**src/rtl/pft_pkg.sv**
```systemverilog
// Constants and types for the pulse flow totalizer channel.
// Contract
// - A mode field picks dir, single or four-times quadrature decode.
// - Dir mode counts input 1 pulses, up when input 2 low, else down.
// - Single quadrature mode takes count and sign from the pair phase.
// - Four-times mode decodes the pair at four times the resolution.
// - A selectable filter from 10 Hz to 50 kHz rejects faster edges.
// - With the filter off, edges pass without any frequency limit.
// - Rate reads zero when no pulse comes within 0.1, 1 or 10 s.
// - Rate is given per second, per minute or per hour.
// - Low limit flag is set while rate is below the low limit.
// - High limit flag is set while rate is above the high limit.
// - A manual reset command clears the totalizer at once.
// - With channel reset on, a source value above zero clears it.
// - With strobe on, a source value at or below zero holds it.
// - With direction on, a source value above zero reverses counts.
package pft_pkg;
	localparam int unsigned CLK_HZ = 50_000_000;
	localparam logic [7:0] REG_CTRL = 8'h00;
	localparam logic [7:0] REG_LOW = 8'h04;
	localparam logic [7:0] REG_HIGH = 8'h08;
	localparam logic [7:0] REG_RATE = 8'h0c;
	localparam logic [7:0] REG_TOTAL = 8'h10;
	localparam logic [7:0] REG_CMD = 8'h14;
	localparam logic [7:0] REG_ISTAT = 8'h18;
	localparam logic [7:0] REG_IMASK = 8'h1c;
	localparam int CMD_RESET_BIT = 0;
	localparam int IRQ_LOW = 0;
	localparam int IRQ_HIGH = 1;
	localparam int IRQ_ZERO = 2;
	localparam logic [31:0] LIMIT_RST = 32'h0000_0000;
	localparam logic [2:0] IMASK_RST = 3'h0;
	localparam logic [1:0] TB_SEC = 2'h0;
	localparam logic [1:0] TB_MIN = 2'h1;
	localparam logic [15:0] MUL_SEC = 16'h0001;
	localparam logic [15:0] MUL_MIN = 16'h003c;
	localparam logic [15:0] MUL_HOUR = 16'h0e10;
	localparam int unsigned GATE_MS = 1000;
	localparam int unsigned GATE_CYC = CLK_HZ / 1000 * GATE_MS;
	localparam int unsigned ZT0_MS = 100;
	localparam int unsigned ZT1_MS = 1000;
	localparam int unsigned ZT2_MS = 10000;
	localparam int unsigned ZT0_CYC = CLK_HZ / 1000 * ZT0_MS;
	localparam int unsigned ZT1_CYC = CLK_HZ / 1000 * ZT1_MS;
	localparam int unsigned ZT2_CYC = CLK_HZ / 1000 * ZT2_MS;
	localparam logic [3:0] FSEL_OFF = 4'h0;
	localparam logic [3:0] FSEL_MAX = 4'h8;

	// Least stable time of one half period, rounded up to whole cycles.
	function automatic int unsigned hz2cyc(input int unsigned hz);
		return (CLK_HZ + 2 * hz - 1) / (2 * hz);
	endfunction

	localparam logic [7:0][31:0] FILT_CYC_DEF = {
		hz2cyc(50000), hz2cyc(10000), hz2cyc(5000), hz2cyc(1000),
		hz2cyc(100), hz2cyc(50), hz2cyc(25), hz2cyc(10)};

	typedef enum logic [1:0] {
		PFT_DIR = 2'h0,
		PFT_Q1 = 2'h1,
		PFT_Q4 = 2'h2
	} pft_mode_t;

	typedef struct packed {
		logic [18:0] rsv;
		logic dir_en;
		logic strobe_en;
		logic reset_en;
		logic [1:0] tbase;
		logic [1:0] zsel;
		logic [3:0] fsel;
		pft_mode_t mode;
	} pft_cfg_t;

	localparam pft_cfg_t CTRL_RST = pft_cfg_t'(32'h0000_0000);

	typedef struct packed {
		logic inc;
		logic dec;
	} pft_cnt_t;
endpackage

```
**src/rtl/pft_filter.sv**
```systemverilog
// Minimum-stable-time filter for one counting input.
`timescale 1ns/1ps
`default_nettype none
module pft_filter
	import pft_pkg::*;
#(
	parameter int W = 32
) (
	input wire logic clk,
	input wire logic nrst,
	input wire logic raw,
	input wire logic [W-1:0] lim,
	output logic flt
);
	logic flt_ff;
	logic [W-1:0] cnt_ff;
	logic [W-1:0] nxt_cnt;
	logic nxt_flt;
	wire bypass = (lim == '0);
	wire differ = (raw != flt_ff);
	wire done = (cnt_ff + 1'b1 >= lim);

	// A level must hold for lim cycles; shorter pulses are dropped.
	assign nxt_flt = bypass ? raw : (differ && done) ? raw : flt_ff;
	assign nxt_cnt = (bypass || !differ || done) ? '0 : cnt_ff + 1'b1;
	assign flt = flt_ff;

	always_ff @(posedge clk) begin
		if (!nrst) begin
			flt_ff <= 1'b0;
			cnt_ff <= '0;
		end else begin
			flt_ff <= nxt_flt;
			cnt_ff <= nxt_cnt;
		end
	end
endmodule
`default_nettype wire

```
**src/rtl/pft_quad_dec.sv**
```systemverilog
// Counting-mode decoder turning the two inputs into count pulses.
`timescale 1ns/1ps
`default_nettype none
module pft_quad_dec
	import pft_pkg::*;
(
	input wire logic clk,
	input wire logic nrst,
	input wire logic in_a,
	input wire logic in_b,
	input wire pft_mode_t mode,
	output pft_cnt_t cnt
);
	logic a_ff;
	logic b_ff;
	pft_cnt_t cnt_ff;
	pft_cnt_t nxt_cnt;
	// Gray index of the pair; the forward sequence steps it downward.
	wire [1:0] idx_p = {a_ff, a_ff ^ b_ff};
	wire [1:0] idx_c = {in_a, in_a ^ in_b};
	wire [1:0] step = idx_c - idx_p;
	wire rise_a = in_a && !a_ff;
	// Same sampling serves dir mode and single quadrature: B at A rise.
	wire x1_up = rise_a && !in_b;
	wire x1_dn = rise_a && in_b;
	wire x4_up = (step == 2'h3);
	wire x4_dn = (step == 2'h1);
	wire is_q4 = (mode == PFT_Q4);

	assign nxt_cnt.inc = is_q4 ? x4_up : x1_up;
	assign nxt_cnt.dec = is_q4 ? x4_dn : x1_dn;
	assign cnt = cnt_ff;

	always_ff @(posedge clk) begin
		if (!nrst) begin
			a_ff <= 1'b0;
			b_ff <= 1'b0;
			cnt_ff <= '0;
		end else begin
			a_ff <= in_a;
			b_ff <= in_b;
			cnt_ff <= nxt_cnt;
		end
	end
endmodule
`default_nettype wire

```
**src/rtl/pft_top.sv**
```systemverilog
// Pulse flowmeter channel: filters, decoder, rate, limits, totalizer.
//
// Design decisions made here: the register addresses and strobed register access.
`timescale 1ns/1ps
`default_nettype none
module pft_top
	import pft_pkg::*;
#(
	parameter int unsigned GATE_CYCLES = GATE_CYC,
	parameter int unsigned ZT0_CYCLES = ZT0_CYC,
	parameter int unsigned ZT1_CYCLES = ZT1_CYC,
	parameter int unsigned ZT2_CYCLES = ZT2_CYC,
	parameter logic [7:0][31:0] FILT_CYCLES = FILT_CYC_DEF
) (
	input wire logic clk,
	input wire logic nrst,
	input wire logic [7:0] addr,
	input wire logic [31:0] wr_data,
	input wire logic wr_en,
	input wire logic rd_en,
	output logic [31:0] rd_data,
	input wire logic cnt_in1,
	input wire logic cnt_in2,
	input wire logic signed [31:0] src_reset_val,
	input wire logic signed [31:0] src_strobe_val,
	input wire logic signed [31:0] src_dir_val,
	output logic [31:0] rate,
	output logic signed [31:0] total,
	output logic low_limit_flag,
	output logic high_limit_flag,
	output logic irq
);
	pft_cfg_t cfg_ff;
	logic [31:0] low_ff;
	logic [31:0] high_ff;
	logic [2:0] istat_ff;
	logic [2:0] imask_ff;
	logic [31:0] rd_data_ff;
	logic [31:0] gate_ff;
	logic [31:0] evcnt_ff;
	logic [31:0] idle_ff;
	logic zero_st_ff;
	logic [31:0] rate_ff;
	logic signed [31:0] total_ff;
	logic lowf_ff;
	logic highf_ff;
	logic irq_ff;
	logic fa;
	logic fb;
	pft_cnt_t cnt;

	// Write decode. Reads return data only in the cycle after the strobe.
	wire wr_ctrl = wr_en && addr == REG_CTRL;
	wire wr_low = wr_en && addr == REG_LOW;
	wire wr_high = wr_en && addr == REG_HIGH;
	wire wr_cmd = wr_en && addr == REG_CMD;
	wire wr_istat = wr_en && addr == REG_ISTAT;
	wire wr_imask = wr_en && addr == REG_IMASK;
	wire man_rst = wr_cmd && wr_data[CMD_RESET_BIT];

	// Select codes above the table act as a disabled filter.
	wire fsel_ok = cfg_ff.fsel != FSEL_OFF && cfg_ff.fsel <= FSEL_MAX;
	wire [2:0] fidx = 3'(cfg_ff.fsel - 4'h1);
	wire [31:0] flim = fsel_ok ? FILT_CYCLES[fidx] : 32'h0000_0000;

	pft_filter #(.W(32)) u_filt_a (
		.clk(clk),
		.nrst(nrst),
		.raw(cnt_in1),
		.lim(flim),
		.flt(fa)
	);

	pft_filter #(.W(32)) u_filt_b (
		.clk(clk),
		.nrst(nrst),
		.raw(cnt_in2),
		.lim(flim),
		.flt(fb)
	);

	pft_quad_dec u_dec (
		.clk(clk),
		.nrst(nrst),
		.in_a(fa),
		.in_b(fb),
		.mode(cfg_ff.mode),
		.cnt(cnt)
	);

	// Rate measurement over a fixed gate, scaled to the time base.
	wire ev = cnt.inc || cnt.dec;
	wire gate_end = (gate_ff == 32'(GATE_CYCLES - 1));
	wire [31:0] ev_total = evcnt_ff + {31'h0, ev};
	wire [15:0] mul = (cfg_ff.tbase == TB_SEC) ? MUL_SEC :
		(cfg_ff.tbase == TB_MIN) ? MUL_MIN : MUL_HOUR;
	wire [47:0] scaled = ev_total * mul;
	wire [31:0] zlim = (cfg_ff.zsel == 2'h0) ? 32'(ZT0_CYCLES) :
		(cfg_ff.zsel == 2'h1) ? 32'(ZT1_CYCLES) : 32'(ZT2_CYCLES);
	wire zero_hit = !ev && (idle_ff == zlim - 32'h1);
	wire [31:0] nxt_rate = gate_end ?
		((zero_st_ff || zero_hit) ? 32'h0 : scaled[31:0]) :
		(zero_hit ? 32'h0 : rate_ff);
	wire [31:0] nxt_idle = ev ? 32'h0 :
		(idle_ff < zlim) ? idle_ff + 32'h1 : idle_ff;
	wire nxt_lowf = rate_ff < low_ff;
	wire nxt_highf = rate_ff > high_ff;

	// Totalizer. Limits never gate accumulation, only flag it.
	wire clr_ch = cfg_ff.reset_en && src_reset_val > 32'sh0;
	wire clr = man_rst || clr_ch;
	wire hold = cfg_ff.strobe_en && src_strobe_val <= 32'sh0;
	wire rev = cfg_ff.dir_en && src_dir_val > 32'sh0;
	wire up = (cnt.inc && !rev) || (cnt.dec && rev);
	wire signed [31:0] delta = !ev ? 32'sh0 :
		up ? 32'sh0000_0001 : 32'shffff_ffff;
	wire signed [31:0] nxt_total = clr ? 32'sh0 :
		hold ? total_ff : total_ff + delta;

	// Sticky events; a set in the clearing cycle survives the clear.
	wire [2:0] iev = {zero_hit, nxt_highf && !highf_ff,
		nxt_lowf && !lowf_ff};
	wire [2:0] iclr = wr_istat ? wr_data[2:0] : 3'h0;
	wire [2:0] nxt_istat = (istat_ff & ~iclr) | iev;
	wire [31:0] rd_mux =
		(addr == REG_CTRL) ? 32'(cfg_ff) :
		(addr == REG_LOW) ? low_ff :
		(addr == REG_HIGH) ? high_ff :
		(addr == REG_RATE) ? rate_ff :
		(addr == REG_TOTAL) ? total_ff :
		(addr == REG_ISTAT) ? {29'h0, istat_ff} :
		(addr == REG_IMASK) ? {29'h0, imask_ff} : 32'h0;

	always_ff @(posedge clk) begin
		if (!nrst) begin
			cfg_ff <= CTRL_RST;
			low_ff <= LIMIT_RST;
			high_ff <= LIMIT_RST;
			imask_ff <= IMASK_RST;
		end else begin
			if (wr_ctrl)
				cfg_ff <= pft_cfg_t'(wr_data);
			if (wr_low)
				low_ff <= wr_data;
			if (wr_high)
				high_ff <= wr_data;
			if (wr_imask)
				imask_ff <= wr_data[2:0];
		end
	end

	always_ff @(posedge clk) begin
		if (!nrst) begin
			gate_ff <= 32'h0;
			evcnt_ff <= 32'h0;
			idle_ff <= 32'h0;
			zero_st_ff <= 1'b0;
			rate_ff <= 32'h0;
		end else begin
			gate_ff <= gate_end ? 32'h0 : gate_ff + 32'h1;
			evcnt_ff <= gate_end ? 32'h0 : ev_total;
			idle_ff <= nxt_idle;
			zero_st_ff <= ev ? 1'b0 : (zero_st_ff || zero_hit);
			rate_ff <= nxt_rate;
		end
	end

	always_ff @(posedge clk) begin
		if (!nrst) begin
			total_ff <= 32'sh0;
			lowf_ff <= 1'b0;
			highf_ff <= 1'b0;
			istat_ff <= 3'h0;
			irq_ff <= 1'b0;
			rd_data_ff <= 32'h0;
		end else begin
			total_ff <= nxt_total;
			lowf_ff <= nxt_lowf;
			highf_ff <= nxt_highf;
			istat_ff <= nxt_istat;
			irq_ff <= |(nxt_istat & imask_ff);
			rd_data_ff <= rd_en ? rd_mux : 32'h0;
		end
	end

	assign rd_data = rd_data_ff;
	assign rate = rate_ff;
	assign total = total_ff;
	assign low_limit_flag = lowf_ff;
	assign high_limit_flag = highf_ff;
	assign irq = irq_ff;
endmodule
`default_nettype wire

```
**config.mk**
```make
export PLATFORM = sky130hd
export DESIGN_NAME = pft_top
export DESIGN_NICKNAME = d
export VERILOG_FILES = /design/src/rtl/pft_pkg.sv /design/src/rtl/pft_filter.sv /design/src/rtl/pft_quad_dec.sv /design/src/rtl/pft_top.sv
export SDC_FILE = /design/constraint.sdc
export NUM_CORES = 1
export LEC_CHECK = 0
export BUFFER_PORTS_ARGS = -buffer_cell sky130_fd_sc_hd__buf_2
export CAP_MARGIN = 10
export CORE_ASPECT_RATIO = 0.75
export CORE_UTILIZATION = 48
export DETAILED_ROUTE_END_ITERATION = 10
export PLACE_DENSITY = 0.67
export SLEW_MARGIN = 20
export SYNTH_ARGS = -nofsm -noshare
export SYNTH_HDL_FRONTEND = slang
export SYNTH_SLANG_ARGS = --single-unit
```
**constraint.sdc**
```tcl
create_clock -name clk -period 8.5 [get_ports clk]
set_input_delay 1.7 -clock clk [delete_from_list [all_inputs] [get_ports clk]]
set_output_delay 1.7 -clock clk [all_outputs]
set_load 0.02 [all_outputs]
```
==> results of run 1 <==
[cells by family after synthesis]
| group | Yosys count | share of synthesized area (%) |
|---|---|---|
| muxes | 33 | 1.264 |
| xor gates and xnor gates | 205 | 6.819 |
| other | 1 | 0.01424 |
| AOI/OAI and AO/OA | 563 | 13.71 |
| buffers and inverters | 453 | 6.563 |
| and+or+nand+nor | 1113 | 19.94 |
| adders and majority gates | 422 | 23.71 |
| DFF | 368 | 27.98 |
[final cells by class]
| cell class | instances | area, sq um |
|---|---|---|
| clock buffers | 52 | 1179 |
| fillers | 4885 | 23890 |
| multi-input cells | 2358 | 17380 |
| well taps | 712 | 890.9 |
| repair buffers | 265 | 1389 |
| flip-flops and latches | 368 | 7367 |
| clock inverters | 22 | 234.0 |
| diodes | 2 | 5.005 |
| inverters | 340 | 1279 |
[worst reg2reg max path, stage by stage, from the launching register on]
cell and delay (ns):
dfxtp_1 0.33, or2_2 0.30, ha_1 0.25, nand4_1 0.27
nor2_1 0.37, nand2_1 0.15, xnor2_1 0.44, nand2_1 0.21
mux2_2 0.31, ha_1 0.28, ha_1 0.31, fa_1 0.47
fa_1 0.54, inv_1 0.05, fa_1 0.53, inv_1 0.05
ha_1 0.34, a21o_1 0.17, a21oi_1 0.32, o21ai_0 0.18
a211oi_2 0.31, o21ai_1 0.20, a21bo_2 0.25, a31o_1 0.22
a21oi_1 0.17, xor2_1 0.17, o21ai_1 0.07
[cells in the final DEF, fill, tap and decap left out, types with 25 or more instances in the layout]
cell,n
a21o_1,55
a21oi_1,227
a222oi_1,31
a22oi_1,37
and3_1,53
buf_2,240
buf_4,25
clkbuf_16,42
dfxtp_1,368
fa_1,129
ha_1,290
inv_1,339
mux2i_1,31
nand2_1,376
nand3_1,81
nand4_1,60
nor2_1,308
nor2b_1,39
nor3_1,30
nor4_1,38
o21ai_0,69
or3_1,27
xnor2_1,121
xor2_1,84
[routing by layer]
metal | GRT usage (%) | vias up
met3 | 5.205 | 134
met2 | 40.19 | 857
met1 | 39.30 | 11174
met4 | 7.303 | 2
met5 | 0 | -
li1 | - | 11157
[power by group through the flow]
| stage | clock network, mW | logic (mW) | registers (mW) |
|---|---|---|---|
| floorplan | 0 | 0.0784 | 1.79 |
| global placement | 0 | 0.150 | 1.79 |
| detailed placement | 0 | 0.154 | 1.79 |
| CTS | 1.90 | 0.155 | 1.75 |
| global route | 1.97 | 0.171 | 1.76 |
| finish | 1.87 | 0.157 | 1.76 |
[state kept, by name (all words and copies together), names as in the netlist]
name and flops:
u_filt_b.flt 1, idle_ff 32, u_filt_a.cnt_ff 32, u_filt_b.cnt_ff 32
total 32, u_dec.a_ff 1, imask_ff 3, u_dec.b_ff 1
rd_data 32, high_ff 32, irq 1, low_ff 32
u_dec.cnt 2, gate_ff 32, cfg_ff 32, low_limit_flag 1
rate 32, istat_ff 3, high_limit_flag 1, u_filt_a.flt 1
evcnt_ff 32, zero_st_ff 1
[worst paths after layout]
| path | start | to | slack [ns] |
|---|---|---|---|
| setup / recovery | u_dec.cnt[0]$_SDFF_PN0_ | rate[25]$_SDFFE_PN0P_ | 1.09 |
| hold / removal | cfg_ff[15]$_SDFFE_PN0P_ | cfg_ff[15]$_SDFFE_PN0P_ | 0.46 |
| setup reg to reg | u_dec.cnt[0]$_SDFF_PN0_ | rate[25]$_SDFFE_PN0P_ | 1.09 |
| hold reg to reg | cfg_ff[15]$_SDFFE_PN0P_ | cfg_ff[15]$_SDFFE_PN0P_ | 0.46 |
[stage by stage]
stage	instance area [sq um]	util, %	hold WS [ns]	instances
4_1_cts	29720	55.43	0.4594	4117
6_report	29730	55.44	0.4561	4119
5_1_grt	29730	55.44	0.4818	4119
3_5_place_dp	28310	52.80	0.4436	4043
3_3_place_gp	28300	52.79	0.4354	4043
2_1_floorplan	26410	-	0.4209	3179
==> summary.txt, run 1 <==
CTS
  – Root Buffer: clkbuf_16
  – Longest Clk Path Bufs: 3
  – Setup bufs post-CTS: 0
  – CTS Hold Buffers Added: 0
  – Clock-pin slew on the worst setup and hold paths: about 0.060 ns
  – Post-CTS sizing: 0
  – CTS tree: built
  – CTS H-tree depth: 2
  – Clock Latency Late Sink: 0.59 ns
  – CTS buffer count: 41
  – CTS Sinks: around 370

Die
  – Core Footprint: around 54000 sq um
  – Chip height: 204.8 microns
  – FP Rows: 73
  – DIE AREA: between 50000 and 60000 sq um
  – Initial core utilization: approximately half
  – Die X: approximately 270 microns
  – Boundary Pins: roughly 240

Synth
  – Synth Instances: between 3000 and 4000
  – Sequential area share after synthesis: between 20% and 30%
  – Cell Area, Synth: between 20000 and 30000 sq um
  – Ys async rst share: 0%
  – Count leader, synth: nand2_1
  – Ranking of synthesized cells by area: dfxtp_1 28%, ha_1 14%, fa_1 9.8%
  – Largest area contributor in the netlist: dfxtp_1
  – Yosys reg bits: ~370
  – Post-synthesis cell type count: 86
  – Mean post-synth cell area: 8.337 sq um
  – Post-synth EDFFs: 0
  – Synth top area share: 27.98%
  – Top cells by count, synth: 377 x nand2_1, 368 x dfxtp_1, 340 x inv_1
  – Yosys Warn Count: 0
  – Ys flop type: dfxtp_1

Setup path
  – Worst EP required: around 8.9 ns
  – CP max FO: 12
  – CP startpoint kind: flop
  – Crit-path leading delay family: adder cells
  – Crit-path most repeated cell: ha_1
  – Slowest stage cell, crit path: fa_1
  – Worst reg-to-reg path cell count: 26
  – Worst Setup Path Type: flop to flop
  – WP buf/inv: 2
  – Nature of the critical path endpoint: flop
  – Worst path arrival time: 7.84 ns
  – Worst path depth: 26
  – Slowest stage delay, CP: 0.54 ns

Placed design
  – Setup slack at placement: 1.155 ns
  – IO Port Bufs: between 200 and 250
  – Placer's final routability congestion estimate: roughly 0.93
  – Hpwl dp: 57890 microns

Pwr
  – Sequential power share: 46.4%
  – Lkg Pwr: between 10 and 15 nW
  – PwrDens: about 130 nW/um^2
  – Switching share of power: between 20% and 30%
  – Clock power frac: between 40% and 50%
  – VDD IR max: between 0.00015 and 0.0002 V
  – Switch Pwr: ~0.9 mW
  – Combinational power share: 4.2%
  – Tot Pwr: 3.779 mW
  – Pint: 2.879 mW

Cells and area
  – Share of cells above drive strength 1: 11.48%
  – Area grow syn2layout: 12.90%
  – Post-layout nets: 3935

Global route
  – Remaining global-route overflow: 0
  – Largest net degree at the start of global routing: 94
  – Number of global-route vias before repair: ~22000
  – Initial antenna violation count: 3
  – Wire length of the first global-routing pass: 120800 microns
  – GRT Total Usage: 26.94%

Detailed routing
  – Met3 wire len: 6254 microns
  – DR top layer: met5
  – Pre-Repair DR Iteration Count: 8
  – DR vias: 23324
  – Drt wl/cell: around 18 microns
  – Vias per std cell: about 5.7
  – Routed wire length: ~75000 microns
  – Initial DRC Count: around 2400
  – DRC Markers: 0
  – Remaining antenna violation count: 0
  – Wire length on met1: 35270 microns
  – WL met2: between 30000 and 40000 microns

Outcome
  – Outcome: finished clean

Timing
  – Final slew viol count: 0
  – RSZ-0062 raised after global routing: false
  – Fin crit period: between 7 and 8 ns
  – Worst slew pin tran: 1.063 ns
  – Final Hold Fails: 0
  – Slew margin rel.: between 20 and 30%
  – Setup slack after layout: 1.094 ns
  – Setup TNS: 0 ns
  – Period Utilization, post-route: about 87%
  – Max Freq: around 140 MHz
  – Clk_skew: around 0.037 ns
  – Endpoints failing setup: 0

Flow run
  – Max-cap violations: 0

Hold path
  – Worst hold path type: flop to flop
  – Cells on Worst Hold Path: 2
Note: power is estimated with default switching activity, not from simulation.
==> run 2: changes to the inputs <==
--- a/config.mk
+++ b/config.mk
@@ -12,2 +12,3 @@
 export DETAILED_ROUTE_END_ITERATION = 10
+export GPL_TIMING_DRIVEN = 0
 export PLACE_DENSITY = 0.67
==> constraint.sdc (replaced) <==
create_clock -name clk -period 8.5 [get_ports clk]
set_input_delay 1.275 -clock clk [delete_from_list [all_inputs] [get_ports clk]]
set_output_delay 1.275 -clock clk [all_outputs]
set_load 0.02 [all_outputs]
==> run 2 against run 1 <==
Compared with the run above: design area is 0.15% higher; first-iteration DRC count grew 0.33%; clock-buffer cell count up 1; combinational power rose by 5%; global-route usage rose by 0.63 points; fmax down 3.6%; critical endpoint unchanged; final cell count up 1.9%; sequential share of layout area is essentially flat; clock power shrank 10%; sequential power about the same; clock skew shrank 0.0058 ns; highest routed layer unchanged.
==> summary.txt, run 2 (synthesized netlist as in run 1, its figures left out) <==
Outcome
  – Outcome: finished clean

Setup path
  – CP max FO: 12 (unchanged)
  – Worst EP required: 8.92 ns (-0.02 ns)
  – Nature of the critical path endpoint: flop
  – Worst Setup Path Type: flop to flop
  – CP startpoint kind: flop
  – Worst path arrival time: 8.10 ns (+0.26 ns)

Timing
  – Final slew viol count: 0 (unchanged)
  – Worst hold slack: 0.4563 ns (+0.0001900 ns)
  – Period Utilization, post-route: 90.42% (+3.3 points)
  – Max Freq: 130.1 MHz (-3.6%)
  – Final Hold Fails: 0 (unchanged)
  – Worst slew pin tran: 1.085 ns (+0.02227 ns)
  – Fin crit period: 7.686 ns (+0.2802 ns)
  – Slew margin rel.: 27.67% (-1.5 points)
  – Clk_skew: 0.03163 ns (-0.005794 ns)
  – Endpoints failing setup: 0 (unchanged)
  – RSZ-0062 raised after global routing: false

Die
  – Boundary Pins: 241 (unchanged)
  – DIE AREA: 55800 sq um (unchanged)
  – Die X: 272.4 microns (unchanged)
  – Initial core utilization: 49.11% (unchanged)
  – Chip height: 204.8 microns (unchanged)
  – Core Footprint: 53620 sq um (unchanged)
  – FP Rows: 73 (unchanged)

CTS
  – Setup bufs post-CTS: 0 (unchanged)
  – CTS Sinks: 368 (unchanged)
  – CTS buffer count: 38 (-7.3%)
  – CTS H-tree depth: 2 (unchanged)
  – Root Buffer: clkbuf_16
  – CTS Hold Buffers Added: 0 (unchanged)
  – Clock-pin slew on the worst setup and hold paths: 0.06 ns (about the same)
  – Clock Latency Late Sink: 0.57 ns (-0.02 ns)
  – Post-CTS sizing: 0 (unchanged)
  – CTS tree: built
  – Longest Clk Path Bufs: 3 (unchanged)

Cells and area
  – Area grow syn2layout: 13.07%
  – Share of cells above drive strength 1: 10.47% (-1.0 points)
  – Design area: 29770 sq um (+0.15%)
  – Post-layout nets: 4020 (+2.2%)
  – Antenna Cells: 0 (-2)
  – Most frequent standard cell in the layout excluding fill and tap cells: nand2_1
  – Most frequent cells in the layout: 377 x nand2_1, 368 x dfxtp_1, 340 x inv_1

Pwr
  – Lkg Pwr: 13.88 nW (-0.13%)
  – PwrDens: 121.0 nW/um^2 (-4.9%)
  – Switch Pwr: 0.8664 mW (-3.7%)
  – VDD IR max: 0.0001401 V (-15%)
  – Clock power frac: 46.7% (-2.7 points)
  – Combinational power share: 4.6% (+0.4 points)
  – Switching share of power: 24.06% (+0.25 points)
  – Sequential power share: 48.7% (+2.3 points)
  – Pint: 2.734 mW (-5.0%)

Global route
  – Number of global-route vias before repair: 21586 (-3.3%)
  – GRT Total Usage: 27.57% (+0.63 points)
  – Initial antenna violation count: 5 (+2)
  – Wire length of the first global-routing pass: 121300 microns (+0.44%)
  – Largest net degree at the start of global routing: 25 (-73%)
  – Remaining global-route overflow: 0 (unchanged)

Placed design
  – Hpwl dp: 61580 microns (+6.4%)
  – Placer's final routability congestion estimate: 0.9796 (+5.1%)
  – Post-DP Area: 28550 sq um (+0.84%)
  – IO Port Bufs: 239 (-0.42%)

Detailed routing
  – Initial DRC Count: 2454 (+0.33%)
  – Routed wire length: 77160 microns (+2.5%)
  – Remaining antenna violation count: 0 (unchanged)
  – DR vias: 23205 (-0.51%)
  – DRC Markers: 0 (unchanged)
  – Drt wl/cell: 18.38 microns (+0.51%)
  – Vias per std cell: 5.526 (-2.4%)
  – Pre-Repair DR Iteration Count: 6 (-2)

Hold path
  – Worst hold path type: flop to flop

Flow run
  – Max-cap violations: 0 (unchanged)
## run 2: final cells by class
type / instances / area [sq um]
Buffer: 112 / 447.9
Clock inverter: 15 / 141.4
Timing Repair Buffer: 241 / 1231
Multi-Input combinational cell: 2358 / 17330
Tap cell: 712 / 890.9
Fill cell: 5067 / 23840
Clock buffer: 53 / 1087
Inverter: 340 / 1276
Sequential cell: 368 / 7367
## run 2: per-stage QoR
stage	setup WS, ns	instances	util, %	power, mW	setup TNS, ns
after CTS	0.4648	4200	55.53	3.615	0
after global routing	0.2781	4199	55.53	3.705	0
after global placement	-0.2216	4130	53.15	1.952	-0.2216
after detailed placement	0.5054	4132	53.24	1.954	0
final	0.8139	4199	55.53	3.601	0
after floorplan	1.913	3179	-	1.871	0
## run 2: power groups by stage
stage	Sequential [mW]	Clock, mW	Combinational, mW
final	1.75	1.68	0.165
after global routing	1.76	1.77	0.179
after floorplan	1.79	0	0.0784
after global placement	1.79	0	0.159
after CTS	1.75	1.70	0.161
after detailed placement	1.79	0	0.161
## run 2: final timing paths
path / slack, ns / depth (start not counted) / end / startpoint
max: 0.81 / 25 / rate[25]$_SDFFE_PN0P_ / u_dec.cnt[0]$_SDFF_PN0_
max reg2reg: 0.81 / 25 / rate[25]$_SDFFE_PN0P_ / u_dec.cnt[0]$_SDFF_PN0_
min reg2reg: 0.46 / 1 / idle_ff[30]$_SDFFE_PP0N_ / idle_ff[30]$_SDFFE_PP0N_
min: 0.46 / 1 / idle_ff[30]$_SDFFE_PP0N_ / idle_ff[30]$_SDFFE_PP0N_
## run 2: worst max-delay path: stages, from the launching register on
cell and delay [ns]:
dfxtp_1 0.33, or2_2 0.47, ha_1 0.27, nand4_1 0.23, nor2_1 0.18, and3_1 0.22
xnor2_1 0.74, nand2b_1 0.25, inv_1 0.12, fa_1 0.49, ha_1 0.33, fa_1 0.47
fa_1 0.54, inv_1 0.05, fa_1 0.53, inv_1 0.04, ha_1 0.33, a21oi_1 0.31
o21ai_0 0.17, a211oi_2 0.35, o21ai_1 0.24, a21bo_2 0.26, a31o_1 0.22, a21oi_1 0.17
xor2_1 0.18, o21ai_1 0.07
## run 2: metal layers
metal  global-route usage [%]  share of wire [%]  vias up
met5                        0              0.062        -
met4                    5.558                1.8        8
met3                    6.541                9.5       99
met2                    38.28                 39      847
met1                    42.47                 49    10905
li1                         -                  -    11346
